==> config.mk <==
export PLATFORM = sky130hd
export DESIGN_NAME = itg_timer
export DESIGN_NICKNAME = d
export VERILOG_FILES = /design/src/pkg/itg_pkg.sv /design/src/hdl/itg_sync.sv /design/src/hdl/itg_tick.sv /design/src/hdl/itg_timer.sv
export SDC_FILE = /design/constraint.sdc
export NUM_CORES = 1
export LEC_CHECK = 0
export BUFFER_PORTS_ARGS = -buffer_cell sky130_fd_sc_hd__buf_2
export CORE_ASPECT_RATIO = 0.6
export CORE_UTILIZATION = 25
export CTS_BUF_LIST = sky130_fd_sc_hd__clkbuf_8
export CTS_CLUSTER_SIZE = 25
export DETAILED_ROUTE_END_ITERATION = 6
export SLEW_MARGIN = 30
export SYNTH_ARGS = -nofsm -noshare
export SYNTH_HDL_FRONTEND = slang
export SYNTH_SLANG_ARGS = --single-unit
==> constraint.sdc <==
create_clock -name clk -period 1.9 [get_ports clk]
set_input_delay 0.38 -clock clk [delete_from_list [all_inputs] [get_ports clk]]
set_output_delay 0.38 -clock clk [all_outputs]
set_load 0.01 [all_outputs]
==> src/pkg/itg_pkg.sv <==
// Constants for the interval timer block: register offsets, fields, reset values.
// Assumes a simple byte/word addressed register port on the system clock.
package itg_pkg;
  localparam logic [19:0] OFS_PER_ENABLE = 20'hf00f0;
  localparam logic [19:0] OFS_CLK_MODE   = 20'hf00f3;
  localparam logic [19:0] OFS_TMR_CTRL   = 20'hfff90;
  localparam int          GATE_BIT       = 7;
  localparam int          LOWPWR_BIT     = 7;
  localparam int          SLOWSEL_BIT    = 4;
  localparam int          RUN_BIT        = 15;
  localparam int          CMP_W          = 12;
  localparam logic [1:0]  SZ_BIT         = 2'h0;
  localparam logic [1:0]  SZ_BYTE        = 2'h1;
  localparam logic [1:0]  SZ_WORD        = 2'h2;
  localparam logic [7:0]  PER_RESET      = 8'h00;
  localparam logic [7:0]  MODE_RESET     = 8'h00;
  localparam logic [15:0] CTRL_RESET     = 16'h0fff;
  localparam logic [7:0]  MODE_MASK      = 8'h90;
  localparam logic [7:0]  PER_MASK       = 8'hb5;
  localparam logic [15:0] CTRL_MASK      = 16'h8fff;
  localparam logic [11:0] CNT_ZERO       = 12'h000;
  typedef enum logic [1:0] {
    ITG_ST_IDLE  = 2'b00,
    ITG_ST_ARMED = 2'b01,
    ITG_ST_RUN   = 2'b10
  } itg_state_t;
endpackage

==> src/hdl/itg_sync.sv <==
// Two-flop synchroniser for a free-running count clock level.
// Assumes the source is asynchronous to clk.
`timescale 1ns/1ps
`default_nettype none
module itg_sync (
  input  wire logic clk,
  input  wire logic rst_n,
  input  wire logic d,
  output var  logic q
);
  logic meta_q;
  always_ff @(posedge clk or negedge rst_n) begin
    if (!rst_n) begin
      meta_q <= 1'b0;
      q      <= 1'b0;
    end else begin
      meta_q <= d;
      q      <= meta_q;
    end
  end
endmodule
`default_nettype wire

==> src/hdl/itg_tick.sv <==
// Rising-edge detector turning a synchronised count clock into a one-cycle enable.
// Assumes the input already passed a synchroniser; gated by the clock-gate bit.
`timescale 1ns/1ps
`default_nettype none
module itg_tick (
  input  wire logic clk,
  input  wire logic rst_n,
  input  wire logic lvl,
  input  wire logic enable,
  output var  logic tick
);
  logic lvl_q;
  always_ff @(posedge clk or negedge rst_n) begin
    if (!rst_n) begin
      lvl_q <= 1'b0;
      tick  <= 1'b0;
    end else begin
      lvl_q <= lvl;
      tick  <= enable & lvl & ~lvl_q;
    end
  end
endmodule
`default_nettype wire

==> src/hdl/itg_timer.sv <==
// Interval timer with clock gating: register file, count clock select and 12-bit counter.
// Assumes count clocks arrive on pins asynchronous to clk, much slower than clk.
//
// Contract
// Interval interrupt repeats at the software-programmed period.
// Gate bit 0 stops count clock, blocks timer writes, holds timer reset.
// Gate bit 1 supplies count clock and allows register read and write.
// Gate low: timer writes ignored, reads give defaults; clock-mode register exempt.
// Software sets gate bit only after count clock is stable.
// Software keeps unused enable bits at zero.
// Low-power bit stops other peripheral clocks in halt and stop; the code stops them only while the select bit is 0.
// Select bit 0 picks subsystem clock, 1 picks low-speed oscillator.
// Select bit 0 allows clock-out pin to pick subsystem clock.
// Software keeps select at 0 while subsystem oscillator runs.
// Software changes select only with all run and enable bits zero.
// Timer run is bit 15 of timer control register.
// Clock-mode register is 8-bit written, clears to zero.
// Enable register takes bit and byte writes, clears to zero.
// Timer control register is 16-bit written, resets to 0fff.
// Control layout: run bit 15, zeros 14..12, compare 11..0.
// Clock-mode layout: low-power bit 7, select bit 4, others zero.
// Period equals count clock period times compare plus one.
// Counter counts up, clears on match, interrupt same cycle.
// Run 0 stops and clears counter; run 1 starts counting.
// Run bit readback updates one count clock cycle after write.
// Interrupt is a single-cycle pulse per match.
`timescale 1ns/1ps
`default_nettype none
module itg_timer #(
  parameter int CMP_W = itg_pkg::CMP_W
) (
  // Clock and reset
  input  wire logic        clk,
  input  wire logic        rst_n,
  // Register port: one strobe per access, size selects bit, byte or word
  input  wire logic [19:0] reg_addr,
  input  wire logic        reg_wr,
  input  wire logic        reg_rd,
  input  wire logic [1:0]  reg_size,
  input  wire logic [2:0]  reg_bit,
  input  wire logic        reg_bit_val,
  input  wire logic [15:0] reg_wdata,
  output var  logic [15:0] reg_rdata,
  // Count clock sources, asynchronous to clk
  input  wire logic        sub_clock,
  input  wire logic        low_speed_osc_clock,
  // System state and neighbour run levels
  input  wire logic        halt_or_stop,
  input  wire logic        calendar_run,
  input  wire logic        display_scan_on,
  input  wire logic        display_boost_on,
  // Interrupt and clock generator status
  output var  logic        interval_irq,
  output var  logic        count_clock_gate,
  output var  logic        other_periph_clk_stop,
  output var  logic        clock_out_sub_allowed,
  output var  logic        count_clock_is_slow
);
  ////////////////////////////////////////////////////////////////////////////
  // Register decode
  logic [7:0]       per_q;
  logic [7:0]       mode_q;
  logic [15:0]      ctrl_q;
  logic             run_on;
  logic [CMP_W-1:0] cnt_q;
  logic             calendar_timer_clock_gate;
  logic             low_power_sub_supply;
  logic             slow_clock_select;
  logic             interval_run;
  logic [CMP_W-1:0] compare_value;

  assign calendar_timer_clock_gate = per_q[itg_pkg::GATE_BIT];
  assign low_power_sub_supply      = mode_q[itg_pkg::LOWPWR_BIT];
  assign slow_clock_select         = mode_q[itg_pkg::SLOWSEL_BIT];
  assign interval_run              = ctrl_q[itg_pkg::RUN_BIT];
  assign compare_value             = ctrl_q[CMP_W-1:0];

  wire hit_per  = (reg_addr == itg_pkg::OFS_PER_ENABLE);
  wire hit_mode = (reg_addr == itg_pkg::OFS_CLK_MODE);
  wire hit_ctrl = (reg_addr == itg_pkg::OFS_TMR_CTRL);
  wire sz_bit   = (reg_size == itg_pkg::SZ_BIT);
  wire sz_byte  = (reg_size == itg_pkg::SZ_BYTE);
  wire sz_word  = (reg_size == itg_pkg::SZ_WORD);

  wire wr_per_byte = reg_wr & hit_per & sz_byte;
  wire wr_per_bit  = reg_wr & hit_per & sz_bit;
  wire wr_mode     = reg_wr & hit_mode & sz_byte;
  wire wr_ctrl     = reg_wr & hit_ctrl & sz_word & calendar_timer_clock_gate;

  // One write path per enable bit; positions without a function never store a one
  wire [7:0]  per_d;
  for (genvar gi = 0; gi < $bits(per_q); gi++) begin : g_per
    wire bit_hit = wr_per_bit & (reg_bit == 3'(gi));
    wire bit_new = wr_per_byte ? reg_wdata[gi] : bit_hit ? reg_bit_val : per_q[gi];
    assign per_d[gi] = bit_new & itg_pkg::PER_MASK[gi];
  end

  wire [7:0]  mode_d = wr_mode ? (reg_wdata[7:0] & itg_pkg::MODE_MASK) : mode_q;
  wire [15:0] ctrl_d = !calendar_timer_clock_gate ? itg_pkg::CTRL_RESET :
                       wr_ctrl ? (reg_wdata & itg_pkg::CTRL_MASK) : ctrl_q;

  // Reads of the timer register show reset value while gated off
  wire [15:0] ctrl_view = calendar_timer_clock_gate ? {run_on, ctrl_q[14:0]} :
                          itg_pkg::CTRL_RESET;
  logic [15:0] rdata_d;
  always_comb begin
    if (!reg_rd) begin
      rdata_d = reg_rdata;
    end else if (hit_per) begin
      rdata_d = {8'h00, per_q};
    end else if (hit_mode) begin
      rdata_d = {8'h00, mode_q};
    end else if (hit_ctrl) begin
      rdata_d = ctrl_view;
    end else begin
      rdata_d = 16'h0000;
    end
  end

  always_ff @(posedge clk or negedge rst_n) begin
    if (!rst_n) begin
      per_q     <= itg_pkg::PER_RESET;
      mode_q    <= itg_pkg::MODE_RESET;
      ctrl_q    <= itg_pkg::CTRL_RESET;
      reg_rdata <= 16'h0000;
    end else begin
      per_q     <= per_d;
      mode_q    <= mode_d;
      ctrl_q    <= ctrl_d;
      reg_rdata <= rdata_d;
    end
  end

  ////////////////////////////////////////////////////////////////////////////
  // Count clock selection and gating
  logic sub_s;
  logic slow_s;
  logic tick;
  itg_sync u_sync_sub (
    .clk   (clk),
    .rst_n (rst_n),
    .d     (sub_clock),
    .q     (sub_s)
  );
  itg_sync u_sync_slow (
    .clk   (clk),
    .rst_n (rst_n),
    .d     (low_speed_osc_clock),
    .q     (slow_s)
  );
  // Both clocks are synchronised all the time so a switch never sees a stale first stage
  wire sel_lvl = slow_clock_select ? slow_s : sub_s;
  itg_tick u_tick (
    .clk    (clk),
    .rst_n  (rst_n),
    .lvl    (sel_lvl),
    .enable (calendar_timer_clock_gate),
    .tick   (tick)
  );

  ////////////////////////////////////////////////////////////////////////////
  // Run control: a written run bit takes effect on the next count tick
  itg_pkg::itg_state_t state_q;
  itg_pkg::itg_state_t state_d;
  always_comb begin
    state_d = state_q;
    case (state_q)
      itg_pkg::ITG_ST_IDLE: begin
        if (interval_run && tick) begin
          state_d = itg_pkg::ITG_ST_RUN;
        end else if (interval_run) begin
          state_d = itg_pkg::ITG_ST_ARMED;
        end
      end
      itg_pkg::ITG_ST_ARMED: begin
        if (!interval_run) begin
          state_d = itg_pkg::ITG_ST_IDLE;
        end else if (tick) begin
          state_d = itg_pkg::ITG_ST_RUN;
        end
      end
      itg_pkg::ITG_ST_RUN: begin
        if (!interval_run && tick) begin
          state_d = itg_pkg::ITG_ST_IDLE;
        end
      end
      default: begin
        state_d = itg_pkg::ITG_ST_IDLE;
      end
    endcase
  end
  // Readback shows the applied run state, so it lags the written bit by one tick
  assign run_on = (state_q == itg_pkg::ITG_ST_RUN);

  ////////////////////////////////////////////////////////////////////////////
  // Counter and interrupt
  // Switching the select while running may glitch one tick; software must stop first
  wire             match    = run_on & (cnt_q == compare_value);
  wire [CMP_W-1:0] cnt_next = cnt_q + 1'b1;
  wire [CMP_W-1:0] cnt_d    = (!run_on || match) ? '0 : cnt_next;
  wire             irq_d    = tick & match;
  always_ff @(posedge clk or negedge rst_n) begin
    if (!rst_n) begin
      state_q      <= itg_pkg::ITG_ST_IDLE;
      cnt_q        <= itg_pkg::CNT_ZERO;
      interval_irq <= 1'b0;
    end else if (!calendar_timer_clock_gate) begin
      state_q      <= itg_pkg::ITG_ST_IDLE;
      cnt_q        <= itg_pkg::CNT_ZERO;
      interval_irq <= 1'b0;
    end else begin
      state_q      <= state_d;
      interval_irq <= irq_d;
      if (tick) begin
        cnt_q <= cnt_d;
      end
    end
  end

  ////////////////////////////////////////////////////////////////////////////
  // Status outputs to the clock generator
  always_ff @(posedge clk or negedge rst_n) begin
    if (!rst_n) begin
      count_clock_gate      <= 1'b0;
      other_periph_clk_stop <= 1'b0;
      clock_out_sub_allowed <= 1'b1;
      count_clock_is_slow   <= 1'b0;
    end else begin
      count_clock_gate      <= calendar_timer_clock_gate;
      other_periph_clk_stop <= low_power_sub_supply & ~slow_clock_select & halt_or_stop;
      clock_out_sub_allowed <= ~slow_clock_select;
      count_clock_is_slow   <= slow_clock_select;
    end
  end

  // Run levels of neighbours are accepted but feed no logic or output
  wire unused_ok = calendar_run ^ display_scan_on ^ display_boost_on;
endmodule
`default_nettype wire

Yosys cells after proc, flatten, opt, wreduce, memory -nomap -nowiden
Index checks and enable logic that the tools add are counted.
{ "word_totals": {"rom_bits": 0, "ram_bits": 0, "regBits": 64, "inputBits": 52, "latch_bits": 0, "mem_count": 0} }
{ "op_classes": {"shifts": 0, "mul": 0, "n_mux": 28, "bitwise_logic": 21, "addsub": 1, "n_div": 0, "n_reduce_logical": 14, "n_eq_ne": 17, "magnitude_cmp": 0} }
{ "op_table": {"columns": ["cell", "count"], "rows": [
  ["$mux W16", 6],
  ["$eq A20 B20 Y1 const B", 3],
  ["$mux W12", 3],
  ["$and A1 B1 Y1", 19],
  ["$add A12 B1 Y12 const B", 1],
  ["$eq A12 B12 Y1", 1],
  ["$mux W1", 12],
  ["$mux W2", 6],
  ["$reduce_bool A2 Y1", 5],
  ["$eq A3 B3 Y1 const B", 3],
  ["$pmux W2 S3", 1],
  ["$eq A2 B1 Y1 const B", 2],
  ["$eq A2 B2 Y1 const B", 2],
  ["$logic_not A2 Y1", 2],
  ["$ne A2 B1 Y1 const B", 2],
  ["$ne A4 B3 Y1 const B", 1],
  ["$ne A4 B4 Y1 const B", 1],
  ["$eq A3 B2 Y1 const B", 1],
  ["$logic_not A3 Y1", 1],
  ["$ne A3 B2 Y1 const B", 1],
  ["$reduce_and A3 Y1", 1],
  ["$logic_and A1 B1 Y1", 2],
  ["$logic_not A1 Y1", 2],
  ["$not A1 Y1", 2],
  ["$logic_or A1 B1 Y1", 1]
]} }

Logic depth before layout (Yosys ltp)
Gate-level depths: netlist of run 1.
{ "depth": {"ltp_word": 6, "mapped_depth": 7, "ltp_nobuf": 6} }

Cells and area by module
From an unflattened synthesis of run 1, not the netlist that was laid out.
{ "hier_totals": {"cells_unflattened": 294, "hier_area_um2": 2919.0} }
{ "modules_own_cells": {"columns": ["module", "n_inst", "seq_area_each_um2", "area_each_um2", "cells_per_inst"], "rows": [
  ["itg_timer", 1, 1317.5, 2760.1, 287],
  ["itg_sync", 2, 50.0, 50.0, 2],
  ["itg_tick", 1, 50.0, 58.8, 3]
]} }

Worst setup path before layout of run 1
Ideal clock, no wire load.
{ "synth_path": {"path_kind": "input-to-reg", "start": "in reg_addr[11]", "end": "reg mode_q[4]", "setup_ns": 0.125, "path_stages": 5, "slack_ns": 0.008, "arrival_ns": 1.767, "path_cell_list": "or4b_1 nor3_2 nand3_1 nor3_2 mux2_2"} }
{ "synth_between": {"elab_chain_cells": 3} }
{ "synth_lines": {"columns": ["element", "line_no", "source"], "rows": [
  ["start: declaration", "itg_timer.sv:36", "input wire logic [19:0] reg_addr,"],
  ["$eq A20 B20 Y1", "itg_timer.sv:79", "wire hit_mode = (reg_addr == itg_pkg::OFS_CLK_MODE);"],
  ["$and A1 B1 Y1 (2 in series)", "itg_timer.sv:87", "wire wr_mode = reg_wr & hit_mode & sz_byte;"],
  ["end signal: assignment", "itg_timer.sv:123", "mode_q <= itg_pkg::MODE_RESET;"],
  ["end signal: assignment", "itg_timer.sv:128", "mode_q <= mode_d;"],
  ["end: declaration", "itg_timer.sv:62", "logic [7:0] mode_q;"]
]} }
No other way between the ends.
A chain may end at the register's enable or synchronous reset.

Worst setup path after layout of run 1
{ "layout_path": {"start": "in reg_addr[11]", "end": "reg mode_q[7]"} }
Same word-level chain as after synthesis.

==> impl_metrics.csv, run 1 <==
group,metric,value,unit
critical_path,rr_startpoint,"ctrl_q[8]",
critical_path,path_class,"primary input to flop",
pwr,power.switching,0.628,mW
clocking,cts_tree,"built",
drt,drt-total-wl,7240,um
clocking,clock_path_buffers,2,
die,initial_core_util,0.256,
yosys,synth.top_cell.area_share,0.389,
yosys,synth_edf_count,0,
yosys,synth_top_area_cell,"dfrtp_1",
pwr,intPower,1.96,mW
pwr,power.total,2.58,mW
pwr,switching_share,0.243,
critical_path,crit_path_end_kind,"flop",
pwr,seq_power_share,0.485,
critical_path,start_kind,"primary input",
critical_path,rr_worst_depth,6,
critical_path,worst_ep_required_time,2.12,ns
yosys,synth_adder_area_share,0.00432,
yosys,synth_simple_gate_area_frac,0.192,
sta,final.setup.tns,0,ns
critical_path,critical_path.max_stage_delay,0.53,ns
clocking,postCtsSetupBuffers,0,
drt,viasPerCell,4.52,
global_routing,antenna_found_initial,0,
die,ios,73,
clocking,cts.reportedPaths.clkPinSlew,0.07,ns
drt,drt_first_iter_violations,134,
pwr,p_comb_frac,0.061,
yosys,async_reset_ff_frac,1.00,
yosys,synthesis.area,2890,um2
pwr,power_density,692,nW/um2
pwr,ir_worst_vdd,340,uV
clocking,cts_sinks,58,
yosys,synth_compound_area_frac,0.131,
die,chipWidth,141,um
drt,ant_nets,0,
die,die_area,12000,um2
critical_path,cp_cell_sequence,"buf_2 > or4b_1 > nor3_2 > nand3_1 > nor3_2 > mux2_1",
critical_path,r2r_end,"cnt_q[4]",
hold_path,hold_end,"u_sync_slow.meta_q",
die,row_count,30,
pwr,pwr-share-clk,0.454,
sta,post-route-period-util,0.943,
place,post-dp-hpwl,5610,um
final_layout,area_growth,29.1,%
yosys,synth_ff_type,"dfrtp_1",
global_routing,grt_pass1_vias,2425,
clocking,root_buffer,"clkbuf_8",
flow_run,maxCapViolations,0,
drt,wl_per_cell,13.4,um
yosys,ys_ff_latch,58,
yosys,avgSynthCellArea,9.98,um2
critical_path,crit_top_cell,"nor3_2",
yosys,synth.top_cells.by_count,"dfrtp_1 (45), nand2_1 (34), o21ai_0 (22)",
hold_path,hold_path_depth,1,
hold_path,min_path_type,"primary input to flop",
place,gp_congestion,0.864,
status,status,"finished clean",
global_routing,grt_overflow,0,
place,io_buffers,63,
yosys,synth-xor-area-share,0.0484,
final_layout,final_cell_area,3740,um2
critical_path,critPathMaxFanout,4,
hold_path,min_from,"low_speed_osc_clock",
final_layout,nNetsFinal,428,
drt,drc,0,
global_routing,grt_pass1_wl,12000,um
drt,drt-pass1-iter-count,4,
final_layout,layout-drive-gt1-share,0.329,
place,placed_cell_area,3500,um2
critical_path,cp_slowest_cell,"or4b_1",
yosys,synthCells,290,
final_layout,diodes,0,
yosys,synth_top_family_by_area,"simple AND/OR/NAND/NOR gates",
clocking,insertion_delay,0.35,ns
pwr,p_leak,1.55,nW
global_routing,grtUsageTotal,0.132,
yosys,yosysUniqueCellTypes,49,
critical_path,arrival,2.01,ns
sta,hold_slack,0.145,ns
sta,maxSlewViolCount,0,
sta,fin_skew,0.0118,ns
drt,vias,2442,
clocking,numCtsBuffers,9,
sta,setup_viol,0,
yosys,synth_most_common_cell,"dfrtp_1",
global_routing,grt_max_degree,34,
yosys,yosysSeqAreaShare,0.507,
yosys,ys_warn_count,0,
die,core,11300,um2
sta,rsz0062_at_grt,"no",
final_layout,n_fill_cell,1173,
sta,period_needed,1.79,ns
yosys,synthTopCellsByArea,"dfrtp_1 (39%), dfstp_2 (12%), mux2i_1 (4.8%)",
sta,finalHoldViolCount,0,
yosys,muxShareOfSynthArea,0.0601,
die,die_h,85.3,um
sta,timing.fmax,558,MHz
critical_path,rrSetupSlack,0.19,ns
clocking,cts_max_level,3,
## kinds of logic (layout without fill, tap and decap cells)
kind of cell | count (synthesis) | after routing
compound gates | 61 | 61
buf+inv | 30 | 118
other cells | 1 | 3
fa+ha+maj | 1 | 1
xor+xnor | 16 | 16
simple gates | 106 | 106
flops | 58 | 58
mux | 17 | 17
## through the flow
| stage | worst slack [ns] | cells | util |
|---|---|---|---|
| after global routing | 0.0579 | 540 | 0.331 |
| final | 0.108 | 540 | 0.331 |
| after CTS | 0.112 | 540 | 0.329 |
| after floorplan | 0.00790 | 292 | - |
| after detailed placement | -0.235 | 523 | 0.310 |
| after global placement | -0.176 | 523 | 0.310 |
## layout by cell type (no fill, tap or decap), types with 6 or more instances in the layout
| master | count |
|---|---|
| xor2_1 | 14 |
| nand3_1 | 9 |
| clkbuf_8 | 10 |
| and3_1 | 6 |
| dfstp_2 | 13 |
| dfrtp_1 | 45 |
| o211ai_1 | 9 |
| nand4_1 | 9 |
| o21ai_0 | 22 |
| nor2_1 | 19 |
| nand2_1 | 33 |
| buf_4 | 20 |
| inv_1 | 16 |
| mux2i_1 | 14 |
| buf_2 | 63 |
| a21oi_1 | 14 |
## what timing repair did
action / in CTS / in global routing
hold endpoints to repair: 6 / 0
hold buffers: 1 / 0
setup endpoints to repair: 0 / 10
gates resized for setup: 0 / 4
## power by group through the flow
stage | logic [mW] | clock network, mW | registers (mW)
floorplan | 0.0483 | 0 | 1.28
global placement | 0.154 | 0 | 1.28
detailed placement | 0.159 | 0 | 1.28
CTS | 0.160 | 1.21 | 1.25
global route | 0.178 | 1.27 | 1.25
finish | 0.158 | 1.17 | 1.25
## final cells by class
cell class                      instances  area (um2)  share of cell area
Sequential cell                        58        1470               0.393
Multi-Input combinational cell        204        1290               0.345
Timing Repair Buffer                   86         515               0.138
Tap cell                              160         200              0.0536
Clock buffer                           10         138              0.0368
Clock inverter                          6        66.3              0.0177
Inverter                               16        60.1              0.0161
## registers in the layout, indices dropped and copies added, names as in the netlist, 2 cells and up
| name | cells |
|---|---|
| cnt_q | 12 |
| state_q | 2 |
| per_q | 5 |
| mode_q | 2 |
| reg_rdata | 13 |
| ctrl_q | 13 |
## worst max path at each step
stage	startpoint	end	slack, ns
after global routing	ctrl_q[8]	cnt_q[10]	0.06
final	reg_addr[11]	mode_q[7]	0.11
after detailed placement	reg_addr[11]	mode_q[4]	-0.24
after CTS	ctrl_q[7]	cnt_q[8]	0.11
after global placement	reg_addr[11]	mode_q[4]	-0.18
after floorplan	reg_addr[11]	mode_q[4]	0.008
## metal layers
layer	vias to the layer above	global-route usage	share of wire
met5	-	0	0
met4	0	0.0375	0.012
met3	9	0.0514	0.070
met2	73	0.189	0.41
met1	1153	0.183	0.51
li1	1207	-	-
## critical path, delay by kind of cell
kind | cells | cell delay (ns)
buf+inv | 1 | 0.10
simple gates | 4 | 1.17
mux | 1 | 0.36
(Power assumes the default switching activity.)
==> run 2: changes to the inputs <==
==> constraint.sdc (replaced) <==
create_clock -name clk -period 2.25 [get_ports clk]
set_input_delay 0.45 -clock clk [delete_from_list [all_inputs] [get_ports clk]]
set_output_delay 0.45 -clock clk [all_outputs]
set_load 0.01 [all_outputs]
==> run 2 against run 1 <==
Final cell count down 2.6%. Global-route usage down 0.35 points. Die area unchanged. Combinational power down 20%. Sequential power down 15%. Non-clock buffer count down 14. Clock-buffer cell count up 1. Clock power down 17%.
==> impl_metrics.csv, run 2 (same netlist as run 1, synthesis figures left out) <==
group,metric,value,unit
pwr,p_leak,1.49,nW
clocking,cts_tree,"built",
critical_path,crit_path_end_kind,"flop",
critical_path,arrival,2.11,ns
clocking,cts_max_level,3,
final_layout,n_fill_cell,1166,
critical_path,rr_worst_depth,5,
critical_path,crit_buf_inv,0,
place,gp_congestion,0.855,
drt,drt-total-wl,6990,um
global_routing,grt_overflow,0,
sta,timing.fmax,524,MHz
critical_path,rr_startpoint,"ctrl_q[8]",
critical_path,critPathLaunch,"ctrl_q[8]",
pwr,ir_worst_vdd,250,uV
drt,wl_per_cell,13.3,um
global_routing,grtUsageTotal,0.128,
critical_path,rrSetupSlack,0.34,ns
final_layout,layout_commonest_cell,"buf_2",
global_routing,grt_pass1_vias,2351,
clocking,insertion_delay,0.34,ns
clocking,numCtsBuffers,9,
die,die_area,12000,um2
clocking,cts_sinks,58,
sta,hold_slack,0.0923,ns
critical_path,start_kind,"flop",
final_layout,final_cell_mix,"buf_2 (63), dfrtp_1 (45), nand2_1 (34)",
status,status,"finished clean",
clocking,root_buffer,"clkbuf_8",
drt,drc,0,
final_layout,layout-drive-gt1-share,0.295,
critical_path,crit_end,"cnt_q[6]",
sta,period_needed,1.91,ns
critical_path,cp_cell_sequence,"xor2_1 > nor4_1 > nand3_1 > nand2_1 > o211ai_1",
global_routing,grt_max_degree,59,
sta,finalHoldViolCount,0,
critical_path,cp_slowest_cell,"dfstp_2",
global_routing,grt_util_met1,0.181,
final_layout,final_cell_area,3610,um2
sta,setup_viol,0,
global_routing,antenna_found_initial,0,
sta,post-route-period-util,0.848,
drt,drt_first_iter_violations,116,
final_layout,area_growth,24.8,%
place,placed_cell_area,3410,um2
global_routing,gr-usage-met3,0.0463,
sta,final.setup.tns,0,ns
die,chipWidth,141,um
drt,drt-pass1-iter-count,5,
drt,viasPerCell,4.50,
clocking,cts_resized,0,
pwr,power_density,597,nW/um2
drt,vias,2366,
place,post-dp-hpwl,5310,um
flow_run,maxCapViolations,0,
critical_path,cp.depth,5,
die,row_count,30,
place,io_buffers,63,
die,die_h,85.3,um
clocking,cts.reportedPaths.clkPinSlew,0.07,ns
global_routing,met2_usage,0.186,
final_layout,nNetsFinal,414,
critical_path,critPathTopFamily,"simple AND/OR/NAND/NOR gates",
clocking,postCtsSetupBuffers,0,
hold_path,min_path_type,"primary input to asynchronous set/reset pin",
clocking,clock_path_buffers,2,
critical_path,r2r_end,"cnt_q[6]",
sta,fin_skew,0.0121,ns
critical_path,critical_path.max_stage_delay,0.58,ns
final_layout,largest_registers,"ctrl_q: 13 flops, reg_rdata: 13 flops, cnt_q: 12 flops",
die,core,11300,um2
clocking,cts_hold_buf,0,
sta,maxSlewViolCount,0,
die,initial_core_util,0.256,
sta,rsz0062_at_grt,"no",
global_routing,grt_pass1_wl,11700,um
die,ios,73,
critical_path,critPathMaxFanout,8,
drt,ant_nets,0,
critical_path,worst_ep_required_time,2.45,ns
critical_path,path_class,"flop to flop",
global_routing,grt_most_used_layer,"met2",
final_layout,diodes,0,
[run 2: area by class of cell]
type,instances,area [um2],share of cell area
clock buffers,11,151,0.0419
repair buffers,72,408,0.113
flip-flops and latches,58,1470,0.406
multi-input cells,204,1270,0.352
well taps,160,200,0.0554
inverters,16,60.1,0.0166
clock inverters,5,53.8,0.0149
[run 2: worst min path at each step]
stage | slack (ns) | cells past startpoint | startpoint | to
after floorplan | 0.15 | 0 | rst_n | cnt_q[0]
after global placement | 0.34 | 0 | u_sync_slow.meta_q | u_sync_slow.q
after detailed placement | 0.34 | 0 | u_sync_sub.meta_q | u_sync_sub.q
after CTS | 0.1 | 2 | rst_n | interval_irq
after global routing | 0.13 | 2 | rst_n | cnt_q[10]
final | 0.09 | 2 | rst_n | interval_irq
[run 2: metrics by stage]
| step | std cells | util | power [mW] | setup slack, ns |
|---|---|---|---|---|
| floorplan | 292 | - | 1.12 | 0.288 |
| global placement | 510 | 0.302 | 1.20 | 0.106 |
| detailed placement | 510 | 0.302 | 1.21 | 0.0497 |
| CTS | 526 | 0.320 | 2.20 | 0.342 |
| global route | 526 | 0.320 | 2.25 | 0.146 |
| finish | 526 | 0.320 | 2.16 | 0.343 |
[run 2: layer usage]
layer  up-vias  part of all wire
met5         -                 0
met4         0            0.0054
met3         5             0.063
met2        57              0.43
met1      1130              0.50
li1       1174                 -
[run 2: worst reg2reg max path: stages (launching register included)]
cell      delay [ns]
dfstp_2         0.58
xor2_1          0.08
nor4_1          0.28
nand3_1         0.32
nand2_1         0.35
o211ai_1        0.16
[run 2: power by group]
group	internal, mW	switching [mW]	total [mW]	leakage, nW
registers	1.05	0.00413	1.06	0.747
logic	0.0513	0.0744	0.126	0.644
clock network	0.565	0.407	0.972	0.103
total	1.67	0.486	2.16	1.49
==> run 3: changes to the inputs <==
==> constraint.sdc (replaced) <==
create_clock -name clk -period 2 [get_ports clk]
set_input_delay 0.4 -clock clk [delete_from_list [all_inputs] [get_ports clk]]
set_output_delay 0.4 -clock clk [all_outputs]
set_load 0.01 [all_outputs]
==> run 3 against run 2 <==
Clock power is 9% higher. Total power is 11% higher. Worst hold slack worse by 0.037 ns. Non-clock buffer count is 2 higher. Clock skew is 0.0011 ns lower. Sequential power is 12% higher. Via count is 1.7% higher. Register-to-register slack worse by 0.15 ns. Flip-flop and latch count stayed put. Fmax is 5.5% higher. First-iteration DRC count is 22% higher. Critical path type unchanged. Largest cell class unchanged. Largest power group unchanged.
==> impl_metrics.csv, run 3 (same netlist as run 1, synthesis figures left out) <==
group,metric,value,unit
drt,drt_first_iter_violations,141,
final_layout,layout_commonest_cell,"buf_2",
die,die_h,85.3,um
sta,rsz0062_at_grt,"no",
drt,dr_wl_met2,3090,um
status,status,"finished clean",
drt,drt-pass1-iter-count,4,
clocking,postCtsSetupBuffers,0,
clocking,root_buffer,"clkbuf_8",
sta,maxSlewViolCount,0,
drt,drc,0,
sta,fin_skew,0.0110,ns
clocking,cts_tree,"built",
sta,timing.fmax,553,MHz
critical_path,path_class,"flop to flop",
die,core,11300,um2
flow_run,maxCapViolations,0,
die,ios,73,
sta,period_needed,1.81,ns
clocking,cts_hold_buf,0,
critical_path,critPathMaxFanout,8,
place,gp_congestion,0.839,
final_layout,final_cell_area,3620,um2
drt,ant_nets,0,
sta,post-route-period-util,0.904,
final_layout,nNetsFinal,416,
global_routing,grt_pass1_wl,11900,um
pwr,ir_worst_vdd,280,uV
clocking,numCtsBuffers,9,
final_layout,fin_cells,528,
pwr,power_density,662,nW/um2
final_layout,fin_util,0.320,
place,placed_cells,512,
final_layout,largest_registers,"ctrl_q: 13 flops, reg_rdata: 13 flops, cnt_q: 12 flops",
sta,final.setup.tns,0,ns
global_routing,grt_overflow,0,
global_routing,grt_pass1_vias,2407,
clocking,cts_sinks,58,
pwr,power.total,2.40,mW
clocking,cts_max_level,3,
final_layout,n_fill_cell,1155,
sta,setup_slack,0.192,ns
die,initial_core_util,0.256,
place,io_buffers,63,
place,post-dp-hpwl,5450,um
die,row_count,30,
sta,setup_viol,0,
global_routing,grt_max_degree,59,
drt,highest_layer,"met4",
global_routing,grtUsageTotal,0.129,
critical_path,start_kind,"flop",
drt,vias,2406,
drt,drt-met1-wl,3670,um
place,dp_slack,-0.117,ns
final_layout,final_cell_mix,"buf_2 (63), dfrtp_1 (45), nand2_1 (33)",
place,placed_cell_area,3420,um2
clocking,cts.reportedPaths.clkPinSlew,0.07,ns
sta,hold_slack,0.0553,ns
critical_path,crit_path_end_kind,"flop",
critical_path,worst_ep_required_time,2.20,ns
drt,drt-total-wl,7230,um
pwr,p_leak,1.51,nW
critical_path,arrival,2.01,ns
hold_path,min_path_type,"primary input to asynchronous set/reset pin",
final_layout,layout-drive-gt1-share,0.302,
die,die_area,12000,um2
final_layout,area_growth,25.1,%
sta,finalHoldViolCount,0,
drt,route.met3.wl,403,um
clocking,clock_path_buffers,2,
final_layout,diodes,0,
drt,wl_per_cell,13.7,um
drt,viasPerCell,4.56,
die,chipWidth,141,um
clocking,insertion_delay,0.34,ns
global_routing,antenna_found_initial,0,
==> run 3: cell types whose count changed in the layout (fill, tap and decap cells not counted) <==
cell,before,now
buf_4,7,9
clkbuf_8,11,10
clkinv_2,1,3
clkinv_4,0,1
clkinvlp_4,2,0
nand2_1,34,33
nand2_2,0,1
==> run 3: worst max-delay path, cell delays in order, from the launching register on <==
cell and delay (ns):
dfstp_2 0.57, xor2_1 0.08, nor4_1 0.30, nand3_1 0.33, nand3_1 0.25, o311ai_0 0.15
==> run 3: final cells by class <==
cell class / instances / area [um2] / share of cell area
sequential: 58 / 1470 / 0.405
clock inverter: 6 / 57.6 / 0.0159
timing repair buffer: 74 / 423 / 0.117
clock buffer: 10 / 138 / 0.0380
multi-input combinational: 204 / 1270 / 0.352
tap: 160 / 200 / 0.0553
inverter: 16 / 60.1 / 0.0166
==> run 3: where the power goes <==
| part | switching, mW | total [mW] | internal [mW] |
|---|---|---|---|
| combinational | 0.0836 | 0.141 | 0.0577 |
| clock | 0.465 | 1.06 | 0.600 |
| sequential | 0.00521 | 1.19 | 1.19 |
==> run 3: metal layers <==
| metal | track usage | vias to the layer above |
|---|---|---|
| met2 | 0.190 | 62 |
| li1 | - | 1180 |
| met1 | 0.177 | 1155 |
| met3 | 0.0418 | 9 |
| met5 | 0 | - |
| met4 | 0.0474 | 0 |
==> run 3: timing repair <==
item	CTS	global route
hold endpoints to repair	0	0
gates resized for setup	0	1
setup endpoints to repair	0	8
==> run 3: worst paths after layout <==
path                       slack [ns]  cells after the start                 from                 end
setup / recovery                 0.19                      5            ctrl_q[8]           cnt_q[10]
hold / removal                   0.06                      2                rst_n        interval_irq
setup reg to reg                 0.19                      5            ctrl_q[8]           cnt_q[10]
hold reg to reg                  0.35                      0    u_sync_sub.meta_q        u_sync_sub.q
max in group asynchronous        1.63                      2                rst_n           ctrl_q[0]
min in group clk                 0.17                      1  low_speed_osc_clock  u_sync_slow.meta_q
